<file path="src/pkg/mmlc_pkg.sv">
/*
  Constants and types shared by the monitor-multiplexer and regulator
  configuration registers. Assumes a single 100 MHz system clock domain.
*/
`default_nettype none

package mmlc_pkg;

  // ==========================================================================
  // Register map
  localparam logic [7:0] ADDR_CHG_MON    = 8'h20;
  localparam logic [7:0] ADDR_REG_VOLT   = 8'h38;
  localparam logic [7:0] CHG_MON_RESET   = 8'hF0;
  localparam logic [7:0] RDATA_UNMAPPED  = 8'h00;

  // ==========================================================================
  // Field layout
  localparam int         FS_LSB          = 4;
  localparam int         SEL_LSB         = 0;
  localparam int         FIELD_W         = 4;
  localparam int         TGT_W           = 7;

  // ==========================================================================
  // Full-scale discharge range, in units of 0.1 mA
  localparam logic [3:0]  FS_SAT_CODE    = 4'hA;
  localparam logic [11:0] FS_TABLE [0:10] = '{
    12'h052, 12'h195, 12'h2D3, 12'h40A, 12'h53D, 12'h669,
    12'h791, 12'h8B3, 12'h9D0, 12'hAE9, 12'hBB8
  };

  // ==========================================================================
  // Regulator transfer function, in units of 0.1 mV
  localparam logic [14:0] TGT_BASE       = 15'h34BC;
  localparam logic [14:0] TGT_STEP       = 15'h007D;

  // ==========================================================================
  // Measurement channels
  localparam int          NUM_ROUTES     = 10;
  localparam logic [3:0]  SEL_OFF        = 4'h0;
  localparam logic [3:0]  SEL_SYS_FIRST  = 4'hA;
  localparam int          RT_CHARGER_INPUT_V     = 0;
  localparam int          RT_CHARGER_INPUT_I     = 1;
  localparam int          RT_BATTERY_NODE_V      = 2;
  localparam int          RT_BATTERY_NODE_CHG_I  = 3;
  localparam int          RT_DSCHG_NORM  = 4;
  localparam int          RT_DSCHG_NULL  = 5;
  localparam int          RT_THERM_V     = 6;
  localparam int          RT_THERM_BIAS  = 7;
  localparam int          RT_ANALOG_GROUND        = 8;
  localparam int          RT_SYS         = 9;

  // ==========================================================================
  // On/off controller states
  typedef enum logic [1:0] {
    MMLC_OFF,
    MMLC_SW_ON,
    MMLC_CTRL_ON,
    MMLC_OTHER
  } mmlc_onoff_t;

endpackage : mmlc_pkg

`default_nettype wire

</file>
<file path="src/pkg/mmlc_sel_if.sv">
/*
  Carries the channel selection from the register logic to the channel
  decoder and the decoded route back. Assumes both ends share clk_sys.
*/
`timescale 1ns/1ns
`default_nettype none

interface mmlc_sel_if;
  logic [3:0]                       channel_code;
  logic                             mux_run;
  logic [mmlc_pkg::NUM_ROUTES-1:0]  route;
  logic                             mux_on;

  modport regs (output channel_code, output mux_run, input route, input mux_on);
  modport decode (input channel_code, input mux_run, output route, output mux_on);
endinterface : mmlc_sel_if

`default_nettype wire

</file>
<file path="src/rtl/mmlc_channel_decode.sv">
/*
  Combinational decoder from the measurement selector to one-hot switch
  enables. Assumes the caller registers the result before it leaves the block.
*/
`timescale 1ns/1ns
`default_nettype none

module mmlc_channel_decode
(
  mmlc_sel_if.decode sel
);

  // ==========================================================================
  // Decode
  always_comb
  begin
    sel.route  = '0;
    sel.mux_on = 1'b0;
    if (sel.mux_run && (sel.channel_code != mmlc_pkg::SEL_OFF))
    begin
      sel.mux_on = 1'b1;
      case (sel.channel_code)
        4'h1: sel.route[mmlc_pkg::RT_CHARGER_INPUT_V]    = 1'b1;
        4'h2: sel.route[mmlc_pkg::RT_CHARGER_INPUT_I]    = 1'b1;
        4'h3: sel.route[mmlc_pkg::RT_BATTERY_NODE_V]     = 1'b1;
        4'h4: sel.route[mmlc_pkg::RT_BATTERY_NODE_CHG_I] = 1'b1;
        4'h5: sel.route[mmlc_pkg::RT_DSCHG_NORM] = 1'b1;
        4'h6: sel.route[mmlc_pkg::RT_DSCHG_NULL] = 1'b1;
        4'h7: sel.route[mmlc_pkg::RT_THERM_V]    = 1'b1;
        4'h8: sel.route[mmlc_pkg::RT_THERM_BIAS] = 1'b1;
        4'h9: sel.route[mmlc_pkg::RT_ANALOG_GROUND]       = 1'b1;
        default: sel.route[mmlc_pkg::RT_SYS]     = 1'b1;
      endcase
    end
  end

endmodule : mmlc_channel_decode

`default_nettype wire

</file>
<file path="src/rtl/mmlc_top.sv">
/*
  Charger monitor/multiplexer configuration register and regulator voltage
  configuration register, with decoded controls for the analog circuits.
  Assumes the serial port engine presents one-cycle register read and write
  strobes synchronous to clk_sys, and that the one-time-programmable default
  bits are stable whenever a system reset is in progress.
*/
// Operation
// - Upper nibble full-scale select, defaults ones.
// - Full-scale code saturates at 300mA.
// - Selector zero: multiplexer off, output floats.
// - Codes one-three: input voltage, current, battery.
// - Codes five-nine: discharge, thermistor, bias, ground.
// - Codes ten-fifteen route system supply.
// - Multiplexer works only in on states.
// - Seven-bit regulator code, 12.5mV steps.
`timescale 1ns/1ns
`default_nettype none

module mmlc_top
(
  input  wire  logic                             clk_sys,
  input  wire  logic                             rst,
  input  wire  logic                             system_reset_event,
  input  wire  logic [7:0]                       otp_regulator_default,
  input  wire  logic [7:0]                       reg_addr,
  input  wire  logic [7:0]                       reg_wdata,
  input  wire  logic                             reg_wr,
  input  wire  logic                             reg_rd,
  input  wire  mmlc_pkg::mmlc_onoff_t            onoff_state,
  input  wire  logic                             charging_active,
  output logic [7:0]                             reg_rdata,
  output logic                                   reg_rvalid,
  output logic [3:0]                             discharge_fullscale_sel,
  output logic [11:0]                            discharge_fullscale_dma,
  output logic [3:0]                             measure_channel_sel,
  output logic [mmlc_pkg::NUM_ROUTES-1:0]        measure_route,
  output logic                                   measure_mux_on,
  output logic                                   analog_measure_out_oe_n,
  output logic                                   charge_monitor_valid,
  output logic [6:0]                             regulator_target_code,
  output logic [14:0]                            regulator_target_dmv
);

  // ==========================================================================
  // Register state
  logic [7:0]  chg_mon_r;
  logic [7:0]  chg_mon_nxt;
  logic [7:0]  reg_volt_r;
  logic [7:0]  reg_volt_nxt;
  logic        otp_load_r;
  logic        otp_load_nxt;
  logic [7:0]  rdata_r;
  logic [7:0]  rdata_nxt;
  logic        rvalid_r;
  logic        rvalid_nxt;

  always_comb
  begin
    chg_mon_nxt  = chg_mon_r;
    reg_volt_nxt = reg_volt_r;
    otp_load_nxt = 1'b0;
    rdata_nxt    = rdata_r;
    rvalid_nxt   = reg_rd;
    if (system_reset_event || otp_load_r)
    begin
      chg_mon_nxt  = mmlc_pkg::CHG_MON_RESET;
      reg_volt_nxt = otp_regulator_default;
    end
    else if (reg_wr)
    begin
      if (reg_addr == mmlc_pkg::ADDR_CHG_MON)
        chg_mon_nxt = reg_wdata;
      if (reg_addr == mmlc_pkg::ADDR_REG_VOLT)
        reg_volt_nxt = reg_wdata;
    end
    if (reg_rd)
    begin
      case (reg_addr)
        mmlc_pkg::ADDR_CHG_MON:  rdata_nxt = chg_mon_r;
        mmlc_pkg::ADDR_REG_VOLT: rdata_nxt = reg_volt_r;
        default:                 rdata_nxt = mmlc_pkg::RDATA_UNMAPPED;
      endcase
    end
  end

  // An asynchronous reset may only load constants, so the programmed
  // regulator default is fetched on the first edge after release.
  always_ff @(posedge clk_sys or posedge rst)
  begin
    if (rst)
    begin
      chg_mon_r  <= mmlc_pkg::CHG_MON_RESET;
      reg_volt_r <= 8'h00;
      otp_load_r <= 1'b1;
      rdata_r    <= 8'h00;
      rvalid_r   <= 1'b0;
    end
    else
    begin
      chg_mon_r  <= chg_mon_nxt;
      reg_volt_r <= reg_volt_nxt;
      otp_load_r <= otp_load_nxt;
      rdata_r    <= rdata_nxt;
      rvalid_r   <= rvalid_nxt;
    end
  end

  // ==========================================================================
  // Channel decode
  mmlc_sel_if sel ();

  logic [3:0] fs_code;
  logic [3:0] fs_index;

  assign fs_code          = chg_mon_r[mmlc_pkg::FS_LSB +: mmlc_pkg::FIELD_W];
  assign sel.channel_code = chg_mon_r[mmlc_pkg::SEL_LSB +: mmlc_pkg::FIELD_W];
  assign sel.mux_run      = (onoff_state == mmlc_pkg::MMLC_SW_ON) ||
                            (onoff_state == mmlc_pkg::MMLC_CTRL_ON);
  assign fs_index         = (fs_code >= mmlc_pkg::FS_SAT_CODE) ? mmlc_pkg::FS_SAT_CODE : fs_code;

  mmlc_channel_decode mmlc_channel_decode_inst
  (
    .sel (sel.decode)
  );

  // ==========================================================================
  // Output registers
  logic [mmlc_pkg::NUM_ROUTES-1:0] route_r;
  logic [mmlc_pkg::NUM_ROUTES-1:0] route_nxt;
  logic                            mux_on_r;
  logic                            mux_on_nxt;
  logic                            oe_n_r;
  logic                            oe_n_nxt;
  logic                            chg_valid_r;
  logic                            chg_valid_nxt;
  logic [11:0]                     fs_dma_r;
  logic [11:0]                     fs_dma_nxt;
  logic [14:0]                     tgt_dmv_r;
  logic [14:0]                     tgt_dmv_nxt;
  logic [14:0]                     tgt_prod;

  assign tgt_prod = 15'(reg_volt_r[mmlc_pkg::TGT_W-1:0]) * mmlc_pkg::TGT_STEP;

  always_comb
  begin
    route_nxt     = sel.route;
    mux_on_nxt    = sel.mux_on;
    oe_n_nxt      = ~sel.mux_on;
    chg_valid_nxt = sel.route[mmlc_pkg::RT_BATTERY_NODE_CHG_I] & charging_active;
    fs_dma_nxt    = mmlc_pkg::FS_TABLE[fs_index];
    tgt_dmv_nxt   = mmlc_pkg::TGT_BASE + tgt_prod;
  end

  always_ff @(posedge clk_sys or posedge rst)
  begin
    if (rst)
    begin
      route_r     <= '0;
      mux_on_r    <= 1'b0;
      oe_n_r      <= 1'b1;
      chg_valid_r <= 1'b0;
      fs_dma_r    <= 12'h000;
      tgt_dmv_r   <= 15'h0000;
    end
    else
    begin
      route_r     <= route_nxt;
      mux_on_r    <= mux_on_nxt;
      oe_n_r      <= oe_n_nxt;
      chg_valid_r <= chg_valid_nxt;
      fs_dma_r    <= fs_dma_nxt;
      tgt_dmv_r   <= tgt_dmv_nxt;
    end
  end

  // The top bit of the regulator byte is kept for read-back only; it
  // drives nothing, so a careless write cannot disturb the regulator.
  assign reg_rdata               = rdata_r;
  assign reg_rvalid              = rvalid_r;
  assign discharge_fullscale_sel = chg_mon_r[mmlc_pkg::FS_LSB +: mmlc_pkg::FIELD_W];
  assign discharge_fullscale_dma = fs_dma_r;
  assign measure_channel_sel     = chg_mon_r[mmlc_pkg::SEL_LSB +: mmlc_pkg::FIELD_W];
  assign measure_route           = route_r;
  assign measure_mux_on          = mux_on_r;
  assign analog_measure_out_oe_n = oe_n_r;
  assign charge_monitor_valid    = chg_valid_r;
  assign regulator_target_code   = reg_volt_r[mmlc_pkg::TGT_W-1:0];
  assign regulator_target_dmv    = tgt_dmv_r;

  // ==========================================================================
  // Assertions

  logic run_now;
  assign run_now = sel.mux_run;
endmodule : mmlc_top

`default_nettype wire

</file>
<file path="config.mk">
export PLATFORM = sky130hd
export DESIGN_NAME = mmlc_top
export DESIGN_NICKNAME = d
export VERILOG_FILES = /design/src/pkg/mmlc_pkg.sv /design/src/pkg/mmlc_sel_if.sv /design/src/rtl/mmlc_channel_decode.sv /design/src/rtl/mmlc_top.sv
export SDC_FILE = /design/constraint.sdc
export NUM_CORES = 1
export LEC_CHECK = 0
export ABC_AREA = 1
export BUFFER_PORTS_ARGS = -buffer_cell sky130_fd_sc_hd__buf_2
export CAP_MARGIN = 10
export CORE_MARGIN = 10
export CORE_UTILIZATION = 50
export DETAILED_ROUTE_END_ITERATION = 10
export PLACE_DENSITY = 0.78
export SETUP_SLACK_MARGIN = 0.05
export SLEW_MARGIN = 15
export SYNTH_ARGS = -nofsm -noshare
export SYNTH_HDL_FRONTEND = slang
export SYNTH_HIERARCHICAL = 1
export SYNTH_SLANG_ARGS = --single-unit
</file>
<file path="constraint.sdc">
create_clock -name clk_sys -period 3.55 [get_ports clk_sys]
set_clock_uncertainty 0.05 [all_clocks]
set_input_delay 0.1775 -clock clk_sys [delete_from_list [all_inputs] [get_ports clk_sys]]
set_output_delay 0.1775 -clock clk_sys [all_outputs]
set_load 0.1 [all_outputs]
</file>
==> reports/qor.csv, run 1 <==
stage,metric,value,unit
run_status,status,"complete, no violations",
grt,grt_pass1_vias,3654,
worst_setup_path,path_cells,"buf_4, fa_1, ha_1, inv_2, fa_1, fa_1, inv_1, ha_4, nand3_2, nand3_2, nand2_1, nand2_1, xor2_1",
clocking,cts_root_buf,clkbuf_8,
worst_setup_path,cpMaxStageDelayCell,fa_1,
place,port_buffers,95,
grt,grt_overflow,0,
sta,max_slew_margin,51.5,%
floorplan,core,8260,sq um
worst_setup_path,crit_arrival,3.72,ns
worst_setup_path,crit_path_frequent_cell,fa_1,
detailed_routing,route.final.wire_length,11400,microns
worst_setup_path,max_stage_delay,0.61,ns
layout,area_growth,27.2,%
detailed_routing,avgRoutedWirePerCell,15.7,microns
layout,drive_gt1_share,34.4,%
clocking,clkLatencyLatePin,0.35,ns
layout,final_area,5430,sq um
synth,async_reset_ff_share,100,%
floorplan,start_util,51.7,%
clocking,clock_sinks,66,
sta,finalCritPeriodShare,98.7,%
sta,setup_viol,0,
pwr,power_density,968,nW/um^2
synth,synth_edf_count,0,
synth,yosys.cell_types.count,32,
detailed_routing,drtAntennaViolNets,0,
clocking,clkSlewWorstSetupHoldPaths,0.08,ns
synth,synthesis.nets,589,
grt,antenna_found_initial,0,
synth,synth_area_leaders,"dfrtp_1, ha_1, nand2_1",
min_path,hp-class,in -> reg,
layout,nNetsFinal,709,
place,post_dp_cell_area,4910,sq um
worst_setup_path,critPathRequiredTime,3.77,ns
sta,max_freq,0.285,GHz
detailed_routing,num_vias,3720,
clocking,numCtsBuffers,9,
worst_setup_path,path_max_fanout,5,
floorplan,fp.dieW,112,microns
synth,synth_cells,495,
clocking,cts_tree,built,
clocking,cts_max_path_buffers,2,
worst_setup_path,reg2reg_setup_slack,0.04,ns
synth,syn_area_per_cell,8.62,sq um
synth,synthFlopType,dfrtp_1,
synth,seq_area_frac_synth,38.9,%
worst_setup_path,crit_path_end_kind,register,
synth,synth_seq_cells,66,
sta,finalHoldViolations,0,
pwr,total_power,5.25,mW
pwr,peakVddDrop,0.000666,V
layout,fillers,663,
synth,yosysTopAreaCell,dfrtp_1,
detailed_routing,drt_iter0_markers,338,
grt,grt_use_total,16.7,%
pwr,power_leakage,3.00,nW
sta,holdWs,0.0686,ns
sta,slew_viol_final,0,
worst_setup_path,cp_top_family,adder cells,
worst_setup_path,cp-start-kind,register,
synth,synth_area,4270,sq um
layout,postLayoutCoreUtil,65.7,%
sta,tightestPinTransition,0.726,ns
worst_setup_path,cp_num_buf_inv,3,
layout,diodes,0,
grt,grt_max_degree,37,
clocking,cts.htree.levels,3,
worst_setup_path,path_class,reg -> reg,
floorplan,die-area,12600,sq um
place,dpl.hpwl,8300,microns
synth,yosys_warnings,6,
floorplan,rows,33,
place,place_congestion,0.930,
detailed_routing,drc_errors,0,
detailed_routing,dr.pass1.iters,5,
floorplan,pin_count,96,
synth,yosysTopAreaCellShare,35.2,%
grt,grt_pass1_wl,17500,microns
detailed_routing,viasPerCell,5.13,
sta,fin_crit,3.51,ns
sta,rsz0062_at_grt,yes,
run,maxCapViolations,0,
floorplan,die-height,112,microns
timing repair:
action,4_1_cts,5_1_grt
hold buffers,3,0
setup buffers,1,6
setup endpoints to repair,6,7
pin swaps,1,18
endpoints found under the hold margin,37,0
gates resized for setup,7,40
final cells by class:
class	count	area [sq um]	area share, %
clock buffer	9	124	2.28
clock inverter	7	103	1.89
inverter	87	332	6.11
multi-input combinational	332	2410	44.4
sequential	66	1660	30.7
tap	105	131	2.42
timing repair buffer	119	667	12.3
sequential cells by signal, summed over array words and instances (netlist names):
| signal | flops |
|---|---|
| analog_measure_out_oe_n | 1 |
| charge_monitor_valid | 1 |
| chg_mon_r | 8 |
| discharge_fullscale_dma | 12 |
| measure_mux_on | 1 |
| measure_route | 10 |
| otp_load_r | 1 |
| reg_rdata | 8 |
| reg_rvalid | 1 |
| reg_volt_r | 8 |
| regulator_target_dmv | 15 |
worst register-to-register path, cell delays in order, from the launching register on:
cell	delay, ns
dfrtp_2	0.45
buf_4	0.15
fa_1	0.45
ha_1	0.31
inv_2	0.04
fa_1	0.48
fa_1	0.61
inv_1	0.09
ha_4	0.27
nand3_2	0.06
nand3_2	0.10
nand2_1	0.08
nand2_1	0.10
xor2_1	0.18
cell usage after synthesis, types with 2 or more instances:
master and instances:
nand2_4 3, or2_2 10, ha_1 45, inv_2 3
nand3_1 37, inv_1 83, nor2_1 25, mux2i_1 2
nor2_2 10, nor2_4 2, nand2_2 2, buf_4 7
nand2_1 133, dfstp_2 6, fa_1 17, a21oi_1 7
o21ai_1 2, xor2_1 7, xnor2_1 3, dfrtp_1 60
o21ai_0 14, nand4_1 7
cell families after synthesis:
group,count (synthesis),share of synthesized area [%]
fa+ha+maj,62,21.2
simple gates,232,24.9
mux,2,0.469
compound gates,25,3.08
buf+inv,97,9.41
flops,66,38.9
xor+xnor,10,2.05
other cells,1,0.0878
stage by stage:
| step | setup WS [ns] | TNS (ns) | cells |
|---|---|---|---|
| 2_1_floorplan | 0.0521 | 0 | 495 |
| 3_3_place_gp | 0.0346 | 0 | 699 |
| 3_5_place_dp | -0.0390 | -0.0953 | 699 |
| 4_1_cts | 0.0151 | 0 | 719 |
| 5_1_grt | -0.0827 | -0.200 | 725 |
| 6_report | 0.0450 | 0 | 725 |
worst paths after layout:
kind                                    start                 endpoint  cells past startpoint
worst max-delay path            reg_volt_r[3]  regulator_target_dmv[9]                     13
worst min-delay path             reg_wdata[3]             chg_mon_r[3]                      3
worst max register to register  reg_volt_r[3]  regulator_target_dmv[9]                     13
worst min register to register   reg_rdata[3]             reg_rdata[3]                      2
max in group asynchronous                 rst             chg_mon_r[7]                      4
min in group asynchronous                 rst         measure_route[4]                      3
layer usage:
layer,routed length (microns),global-route usage (%),vias up
li1,-,-,1756
met1,4850,21.8,1776
met2,5500,26.0,161
met3,782,4.21,27
met4,246,6.51,0
met5,0,0,-
report_power, final:
part,internal [mW],switching [mW],total [mW]
Combinational,1.19,2.40,3.58
Clock,0.402,0.321,0.723
Sequential,0.896,0.0525,0.949
Total,2.48,2.77,5.25
layout by cell type (no fill, tap or decap), drive strengths merged, types with 9 or more instances in the layout:
cell type / synthesis / final
fa: 17 / 17
buf: 9 / 116
clkbuf: 1 / 9
o21ai: 16 / 16
nand3: 38 / 38
dfrtp: 60 / 60
or2: 11 / 11
nor2: 38 / 38
inv: 87 / 88
ha: 45 / 45
nand2: 138 / 138
Power figures use the tool's default switching activity.
==> run 2: changes to the inputs <==
CORE_MARGIN = 3   (was 10)
CTS_BUF_LIST = sky130_fd_sc_hd__clkbuf_4 sky130_fd_sc_hd__clkbuf_8 sky130_fd_sc_hd__clkbuf_16   (was unset)
==> run 2 against run 1 <==
  * Combinational power rose by 3%
  * Utilization grew 0.42 points
  * Design area rose by 0.65%
  * Via count is 2.3% lower
  * Power increased by 1.4%
  * Global-route usage grew 5.2 points
  * Worst setup slack better by 0.052 ns
  * Count of clock-buffer cells in the layout increased by 1
  * Critical endpoint is now regulator_target_dmv[13]
  * Largest power group unchanged
==> reports/qor.csv, run 2 (synthesis results as in run 1) <==
stage,metric,value,unit,change
run_status,status,"complete, no violations",,
pwr,power_leakage,3.00,nW,-0.15%
floorplan,die-height,98.4,microns,-12%
worst_setup_path,path_class,reg -> reg,,
layout,multiInputGateArea,2440,sq um,+1.3%
worst_setup_path,cp-start-kind,register,,
floorplan,rows,33,,unchanged
clocking,cts_max_path_buffers,2,,unchanged
grt,grt_overflow,0,,unchanged
sta,finalHoldViolations,0,,unchanged
layout,final_cells,725,,unchanged
sta,fin_crit,3.45,ns,-0.0521 ns
run,maxCapViolations,0,,unchanged
detailed_routing,drt_iter0_markers,231,,-32%
grt,grt_max_degree,45,,+22%
floorplan,core,8260,sq um,unchanged
detailed_routing,drtAntennaViolNets,0,,unchanged
layout,layout_commonest_cell,nand2_1,,
sta,slew_viol_final,0,,unchanged
worst_setup_path,max_stage_delay,0.53,ns,-0.08 ns
detailed_routing,avgRoutedWirePerCell,14.4,microns,-8.0%
layout,regArea,1660,sq um,unchanged
layout,fillers,652,,-1.7%
floorplan,fp.dieW,98.4,microns,-12%
floorplan,pin_count,96,,unchanged
worst_setup_path,cp_num_buf_inv,3,,unchanged
sta,setup_viol,0,,unchanged
clocking,clkSlewWorstSetupHoldPaths,0.07,ns,about the same
clocking,clock_sinks,66,,unchanged
grt,grt_pass1_vias,3617,,-1.0%
layout,largest_reg_flops,15,,unchanged
min_path,hp-class,in -> reg,,
clocking,cts.htree.levels,3,,unchanged
sta,tns,0,ns,unchanged
floorplan,start_util,51.7,%,unchanged
layout,final_area,5460,sq um,+0.65%
layout,diodes,0,,unchanged
clocking,clkLatencyLatePin,0.35,ns,about the same
place,dpl.hpwl,7580,microns,-8.7%
worst_setup_path,crit_path_end_kind,register,,
place,port_buffers,95,,unchanged
grt,antenna_found_initial,0,,unchanged
layout,final_cell_mix,"nand2_1, buf_2, inv_1",,
worst_setup_path,crit_arrival,3.64,ns,-0.08 ns
floorplan,die-area,9680,sq um,-23%
detailed_routing,drc_errors,0,,unchanged
sta,finalCritPeriodShare,97.3,%,-1.5 points
detailed_routing,route.final.wire_length,10500,microns,-8.0%
detailed_routing,num_vias,3635,,-2.3%
worst_setup_path,cp_top_family,adder cells,,
clocking,cts_tree,built,,
worst_setup_path,path_max_fanout,6,,+1
grt,grt_use_total,21.9,%,+5.2 points
detailed_routing,viasPerCell,5.01,,-2.3%
place,post_dp_cell_area,4920,sq um,+0.25%
clocking,numCtsBuffers,9,,unchanged
sta,tightestPinTransition,0.864,ns,+0.137 ns
worst_setup_path,critPathRequiredTime,3.74,ns,-0.03 ns
worst_setup_path,cpMaxStageDelayCell,fa_1,,
grt,grt_pass1_wl,16900,microns,-3.4%
clocking,cts_root_buf,clkbuf_8,,
layout,nNetsFinal,709,,unchanged
detailed_routing,dr.pass1.iters,4,,-1
place,placedCellCount,699,,unchanged
worst_setup_path,crit_path_frequent_cell,nand2_1,,
place,place_congestion,0.928,,-0.23%
worst_setup_path,path_cells,"buf_12, fa_1, ha_1, fa_1, inv_1, fa_1, inv_1, ha_4, nand2_1, nand2_1, nand2_1, nand2_2, nand2_2, nand3_1, nand2_1, nand2_1",,
sta,rsz0062_at_grt,yes,,
pwr,power_density,975,nW/um^2,+0.77%
sta,max_freq,0.290,GHz,+1.5%
pwr,peakVddDrop,0.000715,V,+7.3%
sta,max_slew_margin,42.3,%,-9.2 points
layout,drive_gt1_share,34.8,%,+0.48 points
layout,area_growth,28.0,%,
-- run 2: changes by cell type in the layout (fill, tap and decap cells not counted), moves of 2 or more --
cell / previous run / this run
clkinv_4: 3 / 0
ha_1: 36 / 33
clkinvlp_4: 0 / 2
ha_4: 9 / 11
inv_1: 72 / 74
-- run 2: what timing repair did --
item	4_1_cts	5_1_grt
endpoints found under the setup margin	6	7
pin swaps	1	20
resized for setup	7	42
endpoints found under the hold margin	39	0
hold buffers	3	0
buffers inserted	0	7
-- run 2: worst paths after layout --
| path | start | slack (ns) | cells after the start | end |
|---|---|---|---|---|
| max | reg_volt_r[3] | 0.1 | 16 | regulator_target_dmv[13] |
| min | reg_wdata[3] | 0.05 | 3 | chg_mon_r[3] |
| max reg2reg | reg_volt_r[3] | 0.1 | 16 | regulator_target_dmv[13] |
| min reg2reg | reg_rdata[3] | 0.44 | 2 | reg_rdata[3] |
| max in group asynchronous | rst | 2.11 | 4 | reg_rdata[0] |
| min in group asynchronous | rst | 0.51 | 3 | regulator_target_dmv[13] |
-- run 2: report_power, final --
| part | switching, mW | leakage, nW | internal, mW |
|---|---|---|---|
| clock network | 0.304 | 0.106 | 0.404 |
| registers | 0.0530 | 0.813 | 0.897 |
| logic | 2.42 | 2.08 | 1.25 |
-- run 2: final cells by class --
cell class / count / area share [%]
repair buffers: 119 / 12.4
well taps: 105 / 2.40
multi-input cells: 332 / 44.7
inverters: 87 / 6.02
clock buffers: 10 / 2.40
flip-flops and latches: 66 / 30.5
clock inverters: 6 / 1.63
-- run 2: through the flow --
stage          util, %  setup slack, ns  total power [mW]  hold slack (ns)
2_1_floorplan        -           0.0521              3.18            0.159
3_3_place_gp      59.6           0.0340              3.64            0.317
3_5_place_dp      59.6          -0.0186              3.71            0.333
4_1_cts           63.2           0.0532              4.62           0.0397
5_1_grt           66.2          -0.0307              5.69           0.0525
6_report          66.2           0.0970              5.33           0.0531
-- run 2: per-layer routing --
| layer | vias to the layer above | GRT usage, % | share of wire, % |
|---|---|---|---|
| met5 | - | 0 | 0 |
| met4 | 0 | 7.25 | 1.8 |
| met3 | 15 | 4.79 | 6.5 |
| met2 | 126 | 35.7 | 49 |
| met1 | 1738 | 29.2 | 42 |
| li1 | 1756 | - | - |
-- run 2: worst min-delay path, cell delays in order --
cell	delay, ns
buf_2	0.11
nand4_1	0.08
nand2_1	0.04
==> run 3: changes to the inputs <==
CORE_UTILIZATION = 59   (was 50)
PLACE_DENSITY = 0.86   (was 0.78)
RECOVER_POWER = 50   (was unset)
clock period = 4 ns   (was 3.55 ns; I/O delays follow)
==> run 3 against run 2 <==
  * The flow now finishes with violations (capacitance limit)
  * Routed wire length shrank 8.5%
  * Combinational power shrank 35%
  * Register-to-register slack improved by 0.19 ns
  * Cell count shrank 3.6%
  * Design area decreased by 9.3%
  * Highest routed layer unchanged
  * Power is 30% lower
==> reports/qor.csv, run 3 (synthesis results as in run 1) <==
stage,metric,value,unit,change
run_status,status,"finished, violations left",,
run_status,violations,capacitance limit,,
worst_setup_path,crit_arrival,3.92,ns,+0.28 ns
grt,grt_pass1_vias,3483,,-3.7%
floorplan,start_util,61.8,%,+10 points
worst_setup_path,cp_num_buf_inv,4,,+1
worst_setup_path,cp_top_family,adder cells,,
worst_setup_path,cp-start-kind,register,,
layout,area_growth,16.1,%,
floorplan,rows,30,,-9.1%
clocking,clkLatencyLatePin,0.36,ns,about the same
sta,tns,0,ns,unchanged
clocking,cts_tree,built,,
layout,diodes,0,,unchanged
clocking,cts_max_path_buffers,2,,unchanged
clocking,cts_root_buf,clkbuf_8,,
floorplan,fp.dieW,91.1,microns,-7.5%
worst_setup_path,max_stage_delay,0.54,ns,about the same
pwr,p_switching,2.07,mW,-25%
grt,grt_pass1_wl,16100,microns,-5.1%
grt,grt_overflow,0,,unchanged
worst_setup_path,path_class,reg -> reg,,
worst_setup_path,cpMaxStageDelayCell,fa_1,,
layout,fillers,540,,-17%
pwr,pwr-share-comb,63.8,%,-5.1 points
sta,max_freq,0.269,GHz,-7.0%
sta,max_slew_margin,0.497,%,-42 points
min_path,hp-class,in -> reg,,
place,dp_slack,0.184,ns,+0.203 ns
grt,antenna_found_initial,0,,unchanged
detailed_routing,route.final.wire_length,9580,microns,-8.5%
pwr,switching_share,55.5,%,+3.4 points
place,port_buffers,95,,unchanged
sta,setup_viol,0,,unchanged
detailed_routing,drc_errors,0,,unchanged
clocking,clock_sinks,66,,unchanged
run,maxCapViolations,1,,+1
clocking,numCtsBuffers,9,,unchanged
detailed_routing,drtAntennaViolNets,0,,unchanged
pwr,p_clk_share,13.5,%,+0.2 points
worst_setup_path,critPathRequiredTime,4.20,ns,+0.46 ns
layout,largest_reg_flops,15,,unchanged
worst_setup_path,crit_path_frequent_cell,inv_1,,
detailed_routing,dr.pass1.iters,4,,unchanged
detailed_routing,num_vias,3572,,-1.7%
floorplan,core,6910,sq um,-16%
grt,grt_max_degree,41,,-8.9%
sta,slew_viol_final,0,,unchanged
worst_setup_path,path_cells,"inv_1, fa_1, inv_1, fa_1, inv_1, fa_1, inv_1, ha_1, ha_1, a21oi_1, nor2_1, nor2_1, nand2_1, nand2_1, nand2_1",,
clocking,cts.htree.levels,3,,unchanged
sta,tightestPinTransition,1.49,ns,+0.627 ns
sta,finalCritPeriodShare,92.8,%,-4.4 points
detailed_routing,avgRoutedWirePerCell,13.7,microns,-5.1%
sta,rsz0062_at_grt,no,,
floorplan,pin_count,96,,unchanged
layout,layout_commonest_cell,nand2_1,,
worst_setup_path,path_max_fanout,8,,+2
place,place_congestion,0.981,,+5.7%
clocking,clkSlewWorstSetupHoldPaths,0.08,ns,about the same
sta,finalHoldViolations,0,,unchanged
pwr,power_density,753,nW/um^2,-23%
detailed_routing,drt_iter0_markers,222,,-3.9%
layout,drive_gt1_share,20.1,%,-15 points
grt,grt_use_total,24.4,%,+2.5 points
pwr,peakVddDrop,0.000533,V,-25%
pwr,power_frac_seq,22.7,%,+4.9 points
sta,fin_crit,3.71,ns,+0.261 ns
pwr,p_int,1.66,mW,-35%
layout,nNetsFinal,692,,-2.4%
sta,fin_ws,0.286,ns,+0.189 ns
layout,final_cell_mix,"nand2_1, inv_1, buf_2",,
floorplan,die-area,8290,sq um,-14%
pwr,power_leakage,2.78,nW,-7.4%
detailed_routing,viasPerCell,5.11,,+1.9%
place,dpl.hpwl,7280,microns,-3.9%
floorplan,die-height,91.1,microns,-7.5%
worst_setup_path,crit_path_end_kind,register,,
run 3: cell types whose count changed in the layout (fill, tap and decap cells not counted), sizes merged:
cell / previous run / this run
bufinv: 2 / 0
buf: 116 / 70
clkinv: 1 / 5
clkinvlp: 2 / 1
clkbuf: 10 / 38
run 3: final cells by class:
cell class | count | area, sq um | share of cell area (%)
clock buffers | 9 | 124 | 2.50
clock inverters | 7 | 45.0 | 0.909
inverters | 87 | 329 | 6.64
repair buffers | 102 | 499 | 10.1
multi-input cells | 332 | 2180 | 44.0
flip-flops and latches | 66 | 1660 | 33.5
well taps | 96 | 120 | 2.42
run 3: worst paths after layout:
kind | start | to | slack (ns) | cells after the start
setup / recovery | reg_volt_r[3] | regulator_target_dmv[11] | 0.29 | 15
hold / removal | reg_wdata[2] | chg_mon_r[2] | 0.06 | 3
setup reg to reg | reg_volt_r[3] | regulator_target_dmv[11] | 0.29 | 15
hold reg to reg | reg_rdata[5] | reg_rdata[5] | 0.43 | 2
max in group asynchronous | rst | discharge_fullscale_dma[1] | 2.04 | 4
min in group asynchronous | rst | regulator_target_dmv[9] | 0.78 | 3
run 3: repair_timing:
item	in CTS	in global routing
endpoints found under the setup margin	0	4
hold buffers	3	0
resized for setup	0	1
endpoints found under the hold margin	35	0
buffers inserted	0	0
run 3: power groups by stage:
stage / Clock, mW / Sequential (mW) / Combinational (mW)
floorplan: 0 / 1.54 / 1.29
global placement: 0 / 0.855 / 2.32
detailed placement: 0 / 0.856 / 2.39
CTS: 0.504 / 0.845 / 2.41
global route: 0.542 / 0.860 / 2.64
finish: 0.505 / 0.847 / 2.38
run 3: metal layers:
metal	global-route usage [%]	up-vias	wire [microns]
li1	-	1727	-
met1	32.2	1668	4030
met2	39.5	155	4690
met4	9.17	0	197
met5	0	-	0
met3	5.55	22	662
run 3: worst min-delay path, stage by stage:
cell     delay (ns)
buf_2          0.10
nand4_1        0.08
nand2_1        0.05
run 3: per-stage QoR:
step           power, mW  hold slack (ns)  instance area, sq um  cells  util (%)
4_1_cts             3.76           0.0499                  5020    699      72.7
3_3_place_gp        3.18            0.340                  4820    680      69.8
6_report            3.73           0.0555                  4960    699      71.8
2_1_floorplan       2.82            0.181                  4270    495         -
5_1_grt             4.05           0.0515                  4960    699      71.8
3_5_place_dp        3.25            0.339                  4820    680      69.8
